==> src/core/fgr_pkg.sv <==
// Shared constants and types for the fine granularity refresh link
package fgr_pkg;
    // Refresh mode field codes
    typedef enum logic [2:0] {
        MODE_FIXED_1X = 3'h0,
        MODE_FIXED_2X = 3'h1,
        MODE_FIXED_4X = 3'h2,
        MODE_OTF_1X2X = 3'h5,
        MODE_OTF_1X4X = 3'h6
    } refresh_mode_t;

    // Refresh rate of one command
    typedef enum logic [1:0] {
        RATE_1X = 2'h0,
        RATE_2X = 2'h1,
        RATE_4X = 2'h2
    } rate_t;

    // Mode register 3 field placement
    localparam int MR3_MODE_LSB = 6;
    localparam int MR3_MODE_MSB = 8;
    localparam logic [2:0] MR3_SELECT = 3'h3;
    localparam logic [2:0] MODE_RESET = 3'h0;

    // Clock and timing
    localparam int CLK_PERIOD_NS = 50;
    localparam int REFI_BASE_NS = 7800;
    localparam int REFI_BASE_CYC = REFI_BASE_NS / CLK_PERIOD_NS;
    // Density index: 0=2Gb 1=4Gb 2=8Gb 3=16Gb
    localparam int RFC1_NS [4] = '{160, 260, 350, 350};
    localparam int RFC2_NS [4] = '{110, 160, 260, 260};
    localparam int RFC4_NS [4] = '{90, 110, 160, 160};
    // Temperature band 0..3 halves the interval each step
    localparam int TEMP_BANDS = 4;

    // Least time rounds up to whole cycles
    function automatic int ns_to_cyc(input int ns);
        int c;
        c = (ns + CLK_PERIOD_NS - 1) / CLK_PERIOD_NS;
        return (c < 1) ? 1 : c;
    endfunction : ns_to_cyc
endpackage : fgr_pkg

==> src/core/ddr_cmd_if.sv <==
// Command bus between memory controller and refresh-mode device end
`timescale 1ns/10ps
interface ddr_cmd_if;
    logic        cs_n;
    logic        act_n;
    logic        ras_n;
    logic        cas_n;
    logic        we_n;
    logic        bg0;
    logic [2:0]  ba_sel;
    logic [13:0] addr;

    modport ctrl (output cs_n, act_n, ras_n, cas_n, we_n, bg0, ba_sel, addr);
    modport dev  (input  cs_n, act_n, ras_n, cas_n, we_n, bg0, ba_sel, addr);
endinterface : ddr_cmd_if

==> src/core/fgr_device.sv <==
// Device end: refresh mode register and refresh qualification
`timescale 1ns/10ps
module fgr_device
    import fgr_pkg::*;
#(
    parameter int DENSITY = 1
) (
    input  wire logic          clk_sys,
    input  wire logic          rst_n,
    ddr_cmd_if.dev             cmd,
    input  wire logic [1:0]    temp_band,
    output fgr_pkg::rate_t     active_rate,
    output logic [2:0]         refresh_mode,
    output logic               refresh_busy,
    output logic               refresh_done,
    output logic               rate_error,
    output logic [15:0]        interval_cyc,
    output logic [15:0]        cycle_cyc
);
    import fgr_pkg::*;

    localparam logic [15:0] RFC1_CYC = 16'(ns_to_cyc(RFC1_NS[DENSITY]));
    localparam logic [15:0] RFC2_CYC = 16'(ns_to_cyc(RFC2_NS[DENSITY]));
    localparam logic [15:0] RFC4_CYC = 16'(ns_to_cyc(RFC4_NS[DENSITY]));
    localparam logic [15:0] REFI_CYC = 16'(REFI_BASE_CYC);

    logic        is_ref;
    logic        is_mrs;
    logic        on_the_fly_rate_select;
    rate_t       cmd_rate;
    logic        legal;
    logic [15:0] rfc_of;
    logic [2:0]  next_refresh_mode;
    rate_t       next_active_rate;
    logic        next_refresh_busy;
    logic        next_refresh_done;
    logic        next_rate_error;
    logic [15:0] next_interval_cyc;
    logic [15:0] next_cycle_cyc;
    logic [15:0] busy_cnt;
    logic [15:0] next_busy_cnt;

    // Command decode
    assign is_ref = !cmd.cs_n && cmd.act_n && !cmd.ras_n && !cmd.cas_n
                    && cmd.we_n;
    assign is_mrs = !cmd.cs_n && cmd.act_n && !cmd.ras_n && !cmd.cas_n
                    && !cmd.we_n && cmd.ba_sel == MR3_SELECT;

    // Rate chosen by mode field and BG0
    always_comb begin
        on_the_fly_rate_select = refresh_mode[2];
        cmd_rate = RATE_1X;
        legal = 1'b1;
        case (refresh_mode)
            MODE_FIXED_1X: cmd_rate = RATE_1X;
            MODE_FIXED_2X: cmd_rate = RATE_2X;
            MODE_FIXED_4X: cmd_rate = RATE_4X;
            MODE_OTF_1X2X: cmd_rate = (on_the_fly_rate_select && cmd.bg0) ? RATE_2X : RATE_1X;
            MODE_OTF_1X4X: cmd_rate = (on_the_fly_rate_select && cmd.bg0) ? RATE_4X : RATE_1X;
            default:       legal = 1'b0;
        endcase
    end

    // Cycle time of the chosen rate
    always_comb begin
        case (cmd_rate)
            RATE_2X: rfc_of = RFC2_CYC;
            RATE_4X: rfc_of = RFC4_CYC;
            default: rfc_of = RFC1_CYC;
        endcase
    end

    // Next state of mode, rate, timers and flags
    always_comb begin
        next_refresh_mode = refresh_mode;
        next_active_rate = active_rate;
        next_refresh_busy = refresh_busy;
        next_refresh_done = 1'b0;
        next_rate_error = 1'b0;
        next_cycle_cyc = cycle_cyc;
        next_busy_cnt = busy_cnt;
        if (busy_cnt != 16'h0000) begin
            next_busy_cnt = busy_cnt - 16'h0001;
            if (busy_cnt == 16'h0001) begin
                next_refresh_busy = 1'b0;
                next_refresh_done = 1'b1;
            end
            if (!cmd.cs_n) begin
                next_rate_error = 1'b1;
            end
        end else if (is_mrs) begin
            next_refresh_mode = cmd.addr[MR3_MODE_MSB:MR3_MODE_LSB];
        end else if (is_ref) begin
            if (!legal) begin
                next_rate_error = 1'b1;
            end else begin
                next_active_rate = cmd_rate;
                next_cycle_cyc = rfc_of;
                next_busy_cnt = rfc_of;
                next_refresh_busy = 1'b1;
            end
        end
        // Interval halves per rate step and temperature band
        case (next_active_rate)
            // Shift widened to three bits so band 3 plus a step cannot wrap
            RATE_2X: next_interval_cyc =
                REFI_CYC >> ({1'b0, temp_band} + 3'h1);
            RATE_4X: next_interval_cyc =
                REFI_CYC >> ({1'b0, temp_band} + 3'h2);
            default: next_interval_cyc = REFI_CYC >> temp_band;
        endcase
    end

    // State registers
    always_ff @(posedge clk_sys) begin
        if (!rst_n) begin
            refresh_mode <= MODE_RESET;
            active_rate <= RATE_1X;
            refresh_busy <= 1'b0;
            refresh_done <= 1'b0;
            rate_error <= 1'b0;
            interval_cyc <= REFI_CYC;
            cycle_cyc <= RFC1_CYC;
            busy_cnt <= 16'h0000;
        end else begin
            refresh_mode <= next_refresh_mode;
            active_rate <= next_active_rate;
            refresh_busy <= next_refresh_busy;
            refresh_done <= next_refresh_done;
            rate_error <= next_rate_error;
            interval_cyc <= next_interval_cyc;
            cycle_cyc <= next_cycle_cyc;
            busy_cnt <= next_busy_cnt;
        end
    end
endmodule : fgr_device

==> src/flat_wrapper.sv <==
// flat-port wrapper written by rule: the top's interface ports become plain ports
module fgr_device_flat import fgr_pkg::*;
#(
    parameter int DENSITY = 1
)
  (clk_sys, rst_n, temp_band, active_rate, refresh_mode, refresh_busy, refresh_done, rate_error, interval_cyc, cycle_cyc, cmd_cs_n, cmd_act_n, cmd_ras_n, cmd_cas_n, cmd_we_n, cmd_bg0, cmd_ba_sel, cmd_addr);
  ddr_cmd_if cmd_i ();
  input  wire logic clk_sys;
  input  wire logic rst_n;
  input  wire logic [1:0] temp_band;
  output fgr_pkg::rate_t active_rate;
  output logic [2:0] refresh_mode;
  output logic refresh_busy;
  output logic refresh_done;
  output logic rate_error;
  output logic [15:0] interval_cyc;
  output logic [15:0] cycle_cyc;
  input wire logic [$bits(cmd_i.cs_n)-1:0] cmd_cs_n;
  input wire logic [$bits(cmd_i.act_n)-1:0] cmd_act_n;
  input wire logic [$bits(cmd_i.ras_n)-1:0] cmd_ras_n;
  input wire logic [$bits(cmd_i.cas_n)-1:0] cmd_cas_n;
  input wire logic [$bits(cmd_i.we_n)-1:0] cmd_we_n;
  input wire logic [$bits(cmd_i.bg0)-1:0] cmd_bg0;
  input wire logic [$bits(cmd_i.ba_sel)-1:0] cmd_ba_sel;
  input wire logic [$bits(cmd_i.addr)-1:0] cmd_addr;
  assign cmd_i.cs_n = cmd_cs_n;
  assign cmd_i.act_n = cmd_act_n;
  assign cmd_i.ras_n = cmd_ras_n;
  assign cmd_i.cas_n = cmd_cas_n;
  assign cmd_i.we_n = cmd_we_n;
  assign cmd_i.bg0 = cmd_bg0;
  assign cmd_i.ba_sel = cmd_ba_sel;
  assign cmd_i.addr = cmd_addr;
  fgr_device #(.DENSITY(DENSITY)) u_core (.clk_sys(clk_sys), .rst_n(rst_n), .cmd(cmd_i), .temp_band(temp_band), .active_rate(active_rate), .refresh_mode(refresh_mode), .refresh_busy(refresh_busy), .refresh_done(refresh_done), .rate_error(rate_error), .interval_cyc(interval_cyc), .cycle_cyc(cycle_cyc));
endmodule
==> config.mk <==
export PLATFORM = sky130hd
export DESIGN_NAME = fgr_device_flat
export DESIGN_NICKNAME = d
export VERILOG_FILES = /design/src/core/fgr_pkg.sv /design/src/core/ddr_cmd_if.sv /design/src/core/fgr_device.sv /design/src/flat_wrapper.sv
export SDC_FILE = /design/constraint.sdc
export NUM_CORES = 1
export LEC_CHECK = 0
export BUFFER_PORTS_ARGS = -buffer_cell sky130_fd_sc_hd__buf_2
export CORE_ASPECT_RATIO = 0.7
export CORE_MARGIN = 5
export CORE_UTILIZATION = 50
export DETAILED_ROUTE_END_ITERATION = 6
export GPL_ROUTABILITY_DRIVEN = 0
export PLACE_DENSITY = 0.79
export SETUP_SLACK_MARGIN = 0.4
export SLEW_MARGIN = 40
export SYNTH_ARGS = -nofsm -noshare
export SYNTH_HDL_FRONTEND = slang
export SYNTH_SLANG_ARGS = --single-unit
==> constraint.sdc <==
create_clock -name clk_sys -period 3.2 [get_ports clk_sys]
set_input_delay 0.64 -clock clk_sys [delete_from_list [all_inputs] [get_ports clk_sys]]
set_output_delay 0.64 -clock clk_sys [all_outputs]
set_load 0.05 [all_outputs]
==> results of run 1 <==
==> kinds of logic (layout without fill, tap and decap cells) <==
group	after synthesis	after routing
adder cells (fa/ha/maj)	12	12
flip-flops	35	35
AO/OA/AOI/OAI	57	57
multiplexers	6	6
AND/OR/NAND/NOR	80	80
other	1	21
XOR/XNOR	1	1
buffers and inverters	37	55
==> worst register-to-register path: stages, from the launching register on <==
cell and delay (ns):
dfxtp_1 0.38, inv_1 0.11, ha_2 0.22, nor2b_1 0.21
and3_4 0.23, nand4_1 0.17, a22oi_2 0.23, ha_1 0.21
inv_1 0.07, ha_1 0.22, mux2_2 0.27, o21ai_1 0.12
nand2_1 0.06
==> layout make-up <==
class                   count  area (µm²)
fillers                   363        1570
well taps                  52        65.1
flip-flops and latches     35         701
multi-input cells         177        1210
clock inverters             3        67.6
inverters                   8        30.0
clock buffers               5        68.8
repair buffers             39         208
==> flip-flops by register name (all words and copies together), names as in the netlist <==
name / flops
u_core.active_rate: 2
u_core.refresh_done: 1
u_core.cycle_cyc: 3
u_core.rate_error: 1
u_core.busy_cnt: 16
u_core.interval_cyc: 8
u_core.refresh_mode: 3
u_core.refresh_busy: 1
==> stage by stage <==
step / util [%] / power (mW)
after floorplan: - / 1.44
after global placement: 55.2 / 1.59
after detailed placement: 55.2 / 1.61
after CTS: 58.7 / 2.11
after global routing: 59.9 / 2.30
final: 59.9 / 2.16
==> layout by cell type, fill, tap and decap left out, types with 6 or more instances in the layout <==
cell type	n
o21ai_0	8
nor2_1	8
ha_1	11
dfxtp_1	35
a21oi_1	17
buf_2	34
inv_1	7
conb_1	21
nand2b_1	6
nand2_1	15
==> layer usage <==
metal  vias to the layer above  track usage, %  wire [µm]
met2                        59            25.4       2190
met1                       848            23.6       2140
met4                         0            4.74         53
met5                         -               0          0
li1                        885               -          -
met3                         7            5.60        346
==> power by group <==
group	switching [mW]	internal [mW]	total, mW	leakage (nW)
clock network	0.177	0.311	0.488	0.0644
registers	0.117	0.532	0.649	0.287
logic	0.667	0.358	1.03	0.642
==> repair_timing <==
| action | in CTS | in global routing |
|---|---|---|
| setup buffers | 0 | 2 |
| endpoints found under the setup margin | 0 | 2 |
| resized for setup | 0 | 8 |
==> worst paths after layout <==
| kind | startpoint | endpoint |
|---|---|---|
| worst max-delay path | u_core.busy_cnt[0] | u_core.interval_cyc[4] |
| worst min-delay path | u_core.refresh_busy | u_core.refresh_busy |
| worst max register to register | u_core.busy_cnt[0] | u_core.interval_cyc[4] |
| worst min register to register | u_core.refresh_busy | u_core.refresh_busy |
==> results.md, run 1 <==
- Hold slack: 0.486 ns
- Final hold viol count: 0
- Initial Util: 51.6%
- Avg Inst Size Synth: 8.83 µm²
- Critical Path AT: 2.81 ns
- CP Depth: 12
- Routed WL per cell: 14.8 µm
- IO Count: 67
- Worst r2r path cells: 12
- Non-Filler Instances: 319
- Total number of H-tree levels: 2
- Placed Cells: 309
- Vias per cell: 5.64
- Starting DRT DRC Count: 174
- CP Launch Type: flip-flop
- Multiplexer share of the synthesized area: 3.03%
- Port Buffer Count: 34
- Slowest stage delay, CP: 0.38 ns
- Slew @ Worst Pin: 0.557 ns
- Leakage power: 0.994 nW
- Area after DPL: 2170 µm²
- Diodes inserted: 0
- Drt pass-1 iters: 4
- Setup WS pre-CTS: 0.192 ns
- Die Width: 86.0 µm
- Share of cells above drive strength 1: 23.2%
- Type of the worst setup path: flip-flop to flip-flop
- Setup repair after global routing missed its margin: no
- Final standard cell area without fillers: 2350 µm²
- Critical path, cell by cell: inv_1 > ha_2 > nor2b_1 > and3_4 > nand4_1 > a22oi_2 > ha_1 > inv_1 > ha_1 > mux2_2 > o21ai_1 > nand2_1
- EDFF count, synth: 0
- Row count: 19
- Cells after synthesis: 229
- Clk slew on worst S/H paths: 0.08 ns
- Worst skew pair latency: 0.29 ns
- Top cells by count, synth: dfxtp_1, buf_4, a21oi_1
- Clock root cell: clkbuf_8
- XOR/XNOR Fraction of Synth Area: 0.433%
- Fin crit period: 2.64 ns
- Flop-to-flop setup slack: 0.56 ns
- Critical Path Fanout Max: 7
- CTS max path bufs: 2
- CP Buf/Inv Count: 2
- Max Clock Skew: 0.00792 ns
- Hold Path Class: flip-flop to flip-flop
- Adder-cell share of the synthesized area: 7.42%
- Fmax: 379 MHz
- Sequential element share of the synthesized area: 34.6%
- Critical Path Slowest Stage Cell: dfxtp_1
- Clock sinks: 35
- Async SR Flop Fraction: 0%
- Largest cells by area after synthesis: dfxtp_1, buf_4, ha_1, a21oi_1, nand2_1
- Period utilization: 82.5%
- Core box area: 3920 µm²
- Area growth from synthesis to layout: 16.1%
- Status: finished clean
- CP delay by family, top: simple AND/OR/NAND/NOR gates
- Total Routing Usage GR: 17.1%
- Req. time, crit path: 3.37 ns
- Min-Delay Path Depth: 2
- Worst setup EP type: flip-flop
- # hold bufs at CTS: 0
- Inserted Clock Buffers: 5
- Slew Limit Fails: 0
- Gr ovfl total: 0
- CTS tree: done
- Final #Nets: 305
- Routed WL: 4730 µm
- PnR worst setup slack: 0.559 ns
- Primary FF master, synth: dfxtp_1
- Compound-cell area share of the yosys netlist: 19.0%
- Initial antenna violation count: 0
- Dpl hpwl: 3310 µm
- Largest family of logic cells by synthesized area: simple AND/OR/NAND/NOR gates
- Die Y: 63.2 µm
- Final Setup Violations: 0
- Simple-gate share of the synthesized area: 24.4%
- Yosys top cell by area: dfxtp_1
- Top-count cell post-synth: dfxtp_1
- Slew Limit Headroom: 61.9%
- Detailed-route via count: 1799
- Global-route wire length before repair: 7420 µm
- PwrDens: 921 nW/µm²
- Final ANT Viol Nets: 0
- Setup TNS: 0 ns
- Post-synth top area share: 34.6%
- Largest net degree at the start of global routing: 27
- DRC viols: 0
- YS warnings: 0
- Synthesized cell area: 2020 µm²
- Seq cells post-synth: 35
- Max_cap viols: 0
- Synth cell types: 55
- Peak supply drop: 524 µV
- Number of global-route vias before repair: 1535
- DIE AREA: 5440 µm²
No activity file was read; power rests on OpenSTA's default activity.
==> run 2: changes to the inputs <==
--- a/config.mk
+++ b/config.mk
@@ -5,6 +5,7 @@
 export SDC_FILE = /design/constraint.sdc
 export NUM_CORES = 1
 export LEC_CHECK = 0
+export ABC_AREA = 1
 export BUFFER_PORTS_ARGS = -buffer_cell sky130_fd_sc_hd__buf_2
 export CORE_ASPECT_RATIO = 0.7
 export CORE_MARGIN = 5
==> constraint.sdc (replaced) <==
create_clock -name clk_sys -period 2.5 [get_ports clk_sys]
set_input_delay 0.5 -clock clk_sys [delete_from_list [all_inputs] [get_ports clk_sys]]
set_output_delay 0.5 -clock clk_sys [all_outputs]
set_load 0.05 [all_outputs]
==> results.md, run 2 <==
- Setup repair after global routing missed its margin: no
- PwrDens: 1040 nW/µm²
- Diodes inserted: 0
- Final Setup Violations: 0
- Worst hold start: cmd_addr[8]
- Clock sinks: 35
- Commonest cells after routing, fill and taps aside: nand2_1, nor2_1, buf_2, dfxtp_1, inv_1
- Most common cell after layout, fill and taps aside: nand2_1
- Worst setup EP type: flip-flop
- Final ANT Viol Nets: 0
- Total number of H-tree levels: 2
- Primary FF master, synth: dfxtp_1
- Status: finished clean
- DRC viols: 0
- Routed WL: 4310 µm
- Slew @ Worst Pin: 0.502 ns
- Clk slew on worst S/H paths: 0.08 ns
- Biggest regs: u_core.busy_cnt (16), u_core.interval_cyc (8)
- Period utilization: 81.4%
- Seq cells post-synth: 35
- DIE AREA: 5400 µm²
- Type of the worst setup path: flip-flop to flip-flop
- Seq pwr share: 30.9%
- Combinational power share: 48.7%
- IO Count: 67
- Routed WL per cell: 11.6 µm
- Detailed-route via count: 1787
- Pwr Total: 2.55 mW
- Global-route wire length before repair: 7310 µm
- Die Width: 85.7 µm
- Top cells by count, synth: nand2_1, nor2_1, dfxtp_1
- Largest register FFs: 16
- Initial antenna violation count: 0
- Req. time, crit path: 2.69 ns
- Slew Limit Fails: 0
- Area growth from synthesis to layout: 21.6%
- Largest net degree at the start of global routing: 21
- Number of global-route vias before repair: 1716
- Critical Path Source: u_core.busy_cnt[0]
- Setup TNS: 0 ns
- Dpl hpwl: 3060 µm
- Yosys top cell by area: dfxtp_1
- Gr ovfl total: 0
- Worst skew pair latency: 0.30 ns
- CTS max path bufs: 2
- CTS tree: done
- Slew Limit Headroom: 66.5%
- Cells after synthesis: 274
- Met2 Track Usage GR: 27.5%
- Row count: 19
- Port Buffer Count: 34
- Die Y: 63.0 µm
- Synth cell types: 29
- Clock root cell: clkbuf_8
- Synthesized cell area: 2010 µm²
- Final hold viol count: 0
- Initial Util: 51.4%
- Max Clock Skew: 0.00771 ns
- CP Launch Type: flip-flop
- Avg Inst Size Synth: 7.32 µm²
- Met3 global-route usage: 4.87%
- Sequential element share of the synthesized area: 34.9%
- Fin crit period: 2.03 ns
- Worst R2R Start: u_core.busy_cnt[0]
- Top-count cell post-synth: nand2_1
- Critical Path AT: 2.23 ns
- Share of cells above drive strength 1: 30.8%
- Psw: 1.12 mW
- Leakage power: 1.18 nW
- Inserted Clock Buffers: 5
- Fmax: 492 MHz
- Flop-to-flop setup slack: 0.47 ns
- YS warnings: 0
- GR Util met1: 20.7%
- Post-synth top area share: 34.9%
- Largest cells by area after synthesis: dfxtp_1, buf_4, nand2_1, nor2_1, ha_1
- Top reg by flops: u_core.busy_cnt
- Hold Path Class: input port to flip-flop
- Vias per cell: 4.79
- Peak supply drop: 494 µV
- Async SR Flop Fraction: 0%
- Final #Nets: 359
- Core box area: 3900 µm²
- Starting DRT DRC Count: 102
- Sw frac: 44.1%
- # hold bufs at CTS: 0
- Critical Path Fanout Max: 4
- Max_cap viols: 0
- Layout fillers: 356
- Total Routing Usage GR: 16.8%
- Clock Power Share: 20.5%
- EDFF count, synth: 0
- Drt pass-1 iters: 5
- Power Internal: 1.42 mW
- Util after Layout: 62.6%
- GRT busiest layer: met2
-- run 2: timing repair --
| item | in CTS | in global routing |
|---|---|---|
| setup buffers | 4 | 4 |
| gates cloned | 0 | 0 |
| pin swaps | 3 | 9 |
| resized for setup | 5 | 23 |
| endpoints found under the setup margin | 7 | 7 |
-- run 2: kinds of logic (layout without fill, tap and decap cells) --
kind of cell,count (synthesis),after routing,synth area share [%]
buffers and inverters,53,80,14.4
other,1,21,0.187
adder cells (fa/ha/maj),12,12,7.49
XOR/XNOR,6,6,2.62
AND/OR/NAND/NOR,125,125,28.8
flip-flops,35,35,34.9
AO/OA/AOI/OAI,42,42,11.5
-- run 2: through the flow --
| stage | cells | worst slack [ns] | hold WS, ns | instance area, µm² |
|---|---|---|---|---|
| after floorplan | 294 | 0.421 | 0.450 | 2110 |
| after global placement | 357 | 0.193 | 0.442 | 2180 |
| after detailed placement | 357 | 0.192 | 0.445 | 2180 |
| after CTS | 369 | 0.417 | 0.441 | 2330 |
| after global routing | 373 | 0.344 | 0.442 | 2440 |
| final | 373 | 0.465 | 0.446 | 2440 |
-- run 2: layout make-up --
class	instances	area, µm²	share of cell area, %
clock inverters	3	43.8	1.79
well taps	52	65.1	2.67
multi-input cells	206	1190	48.8
repair buffers	45	253	10.4
clock buffers	5	68.8	2.82
flip-flops and latches	35	716	29.3
inverters	27	104	4.26
-- run 2: final timing paths --
check	cells after the start	to
hold reg to reg	2	u_core.refresh_busy
setup reg to reg	14	u_core.interval_cyc[5]
hold / removal	3	u_core.refresh_mode[2]
setup / recovery	14	u_core.interval_cyc[5]
-- run 2: layer usage --
metal	wire, µm	up-vias
li1	-	933
met5	0	-
met3	212	5
met1	1980	809
met2	2070	40
met4	48	0
-- run 2: power by group through the flow --
| stage | logic, mW | registers [mW] | clock network (mW) |
|---|---|---|---|
| floorplan | 0.936 | 0.800 | 0 |
| CTS | 1.16 | 0.764 | 0.537 |
| global placement | 1.08 | 0.771 | 0 |
| global route | 1.41 | 0.802 | 0.560 |
| detailed placement | 1.11 | 0.774 | 0 |
| finish | 1.24 | 0.787 | 0.522 |
-- run 2: worst max-delay path: stages, from the launching register on --
cell,delay [ns]
dfxtp_4,0.36
inv_4,0.06
ha_4,0.12
nand2_2,0.06
nor2_4,0.14
nand2_4,0.08
nor2_4,0.13
nand2_4,0.08
nand2_2,0.07
and2_4,0.14
ha_4,0.13
inv_1,0.06
ha_1,0.30
a21oi_2,0.15
nor2_1,0.04
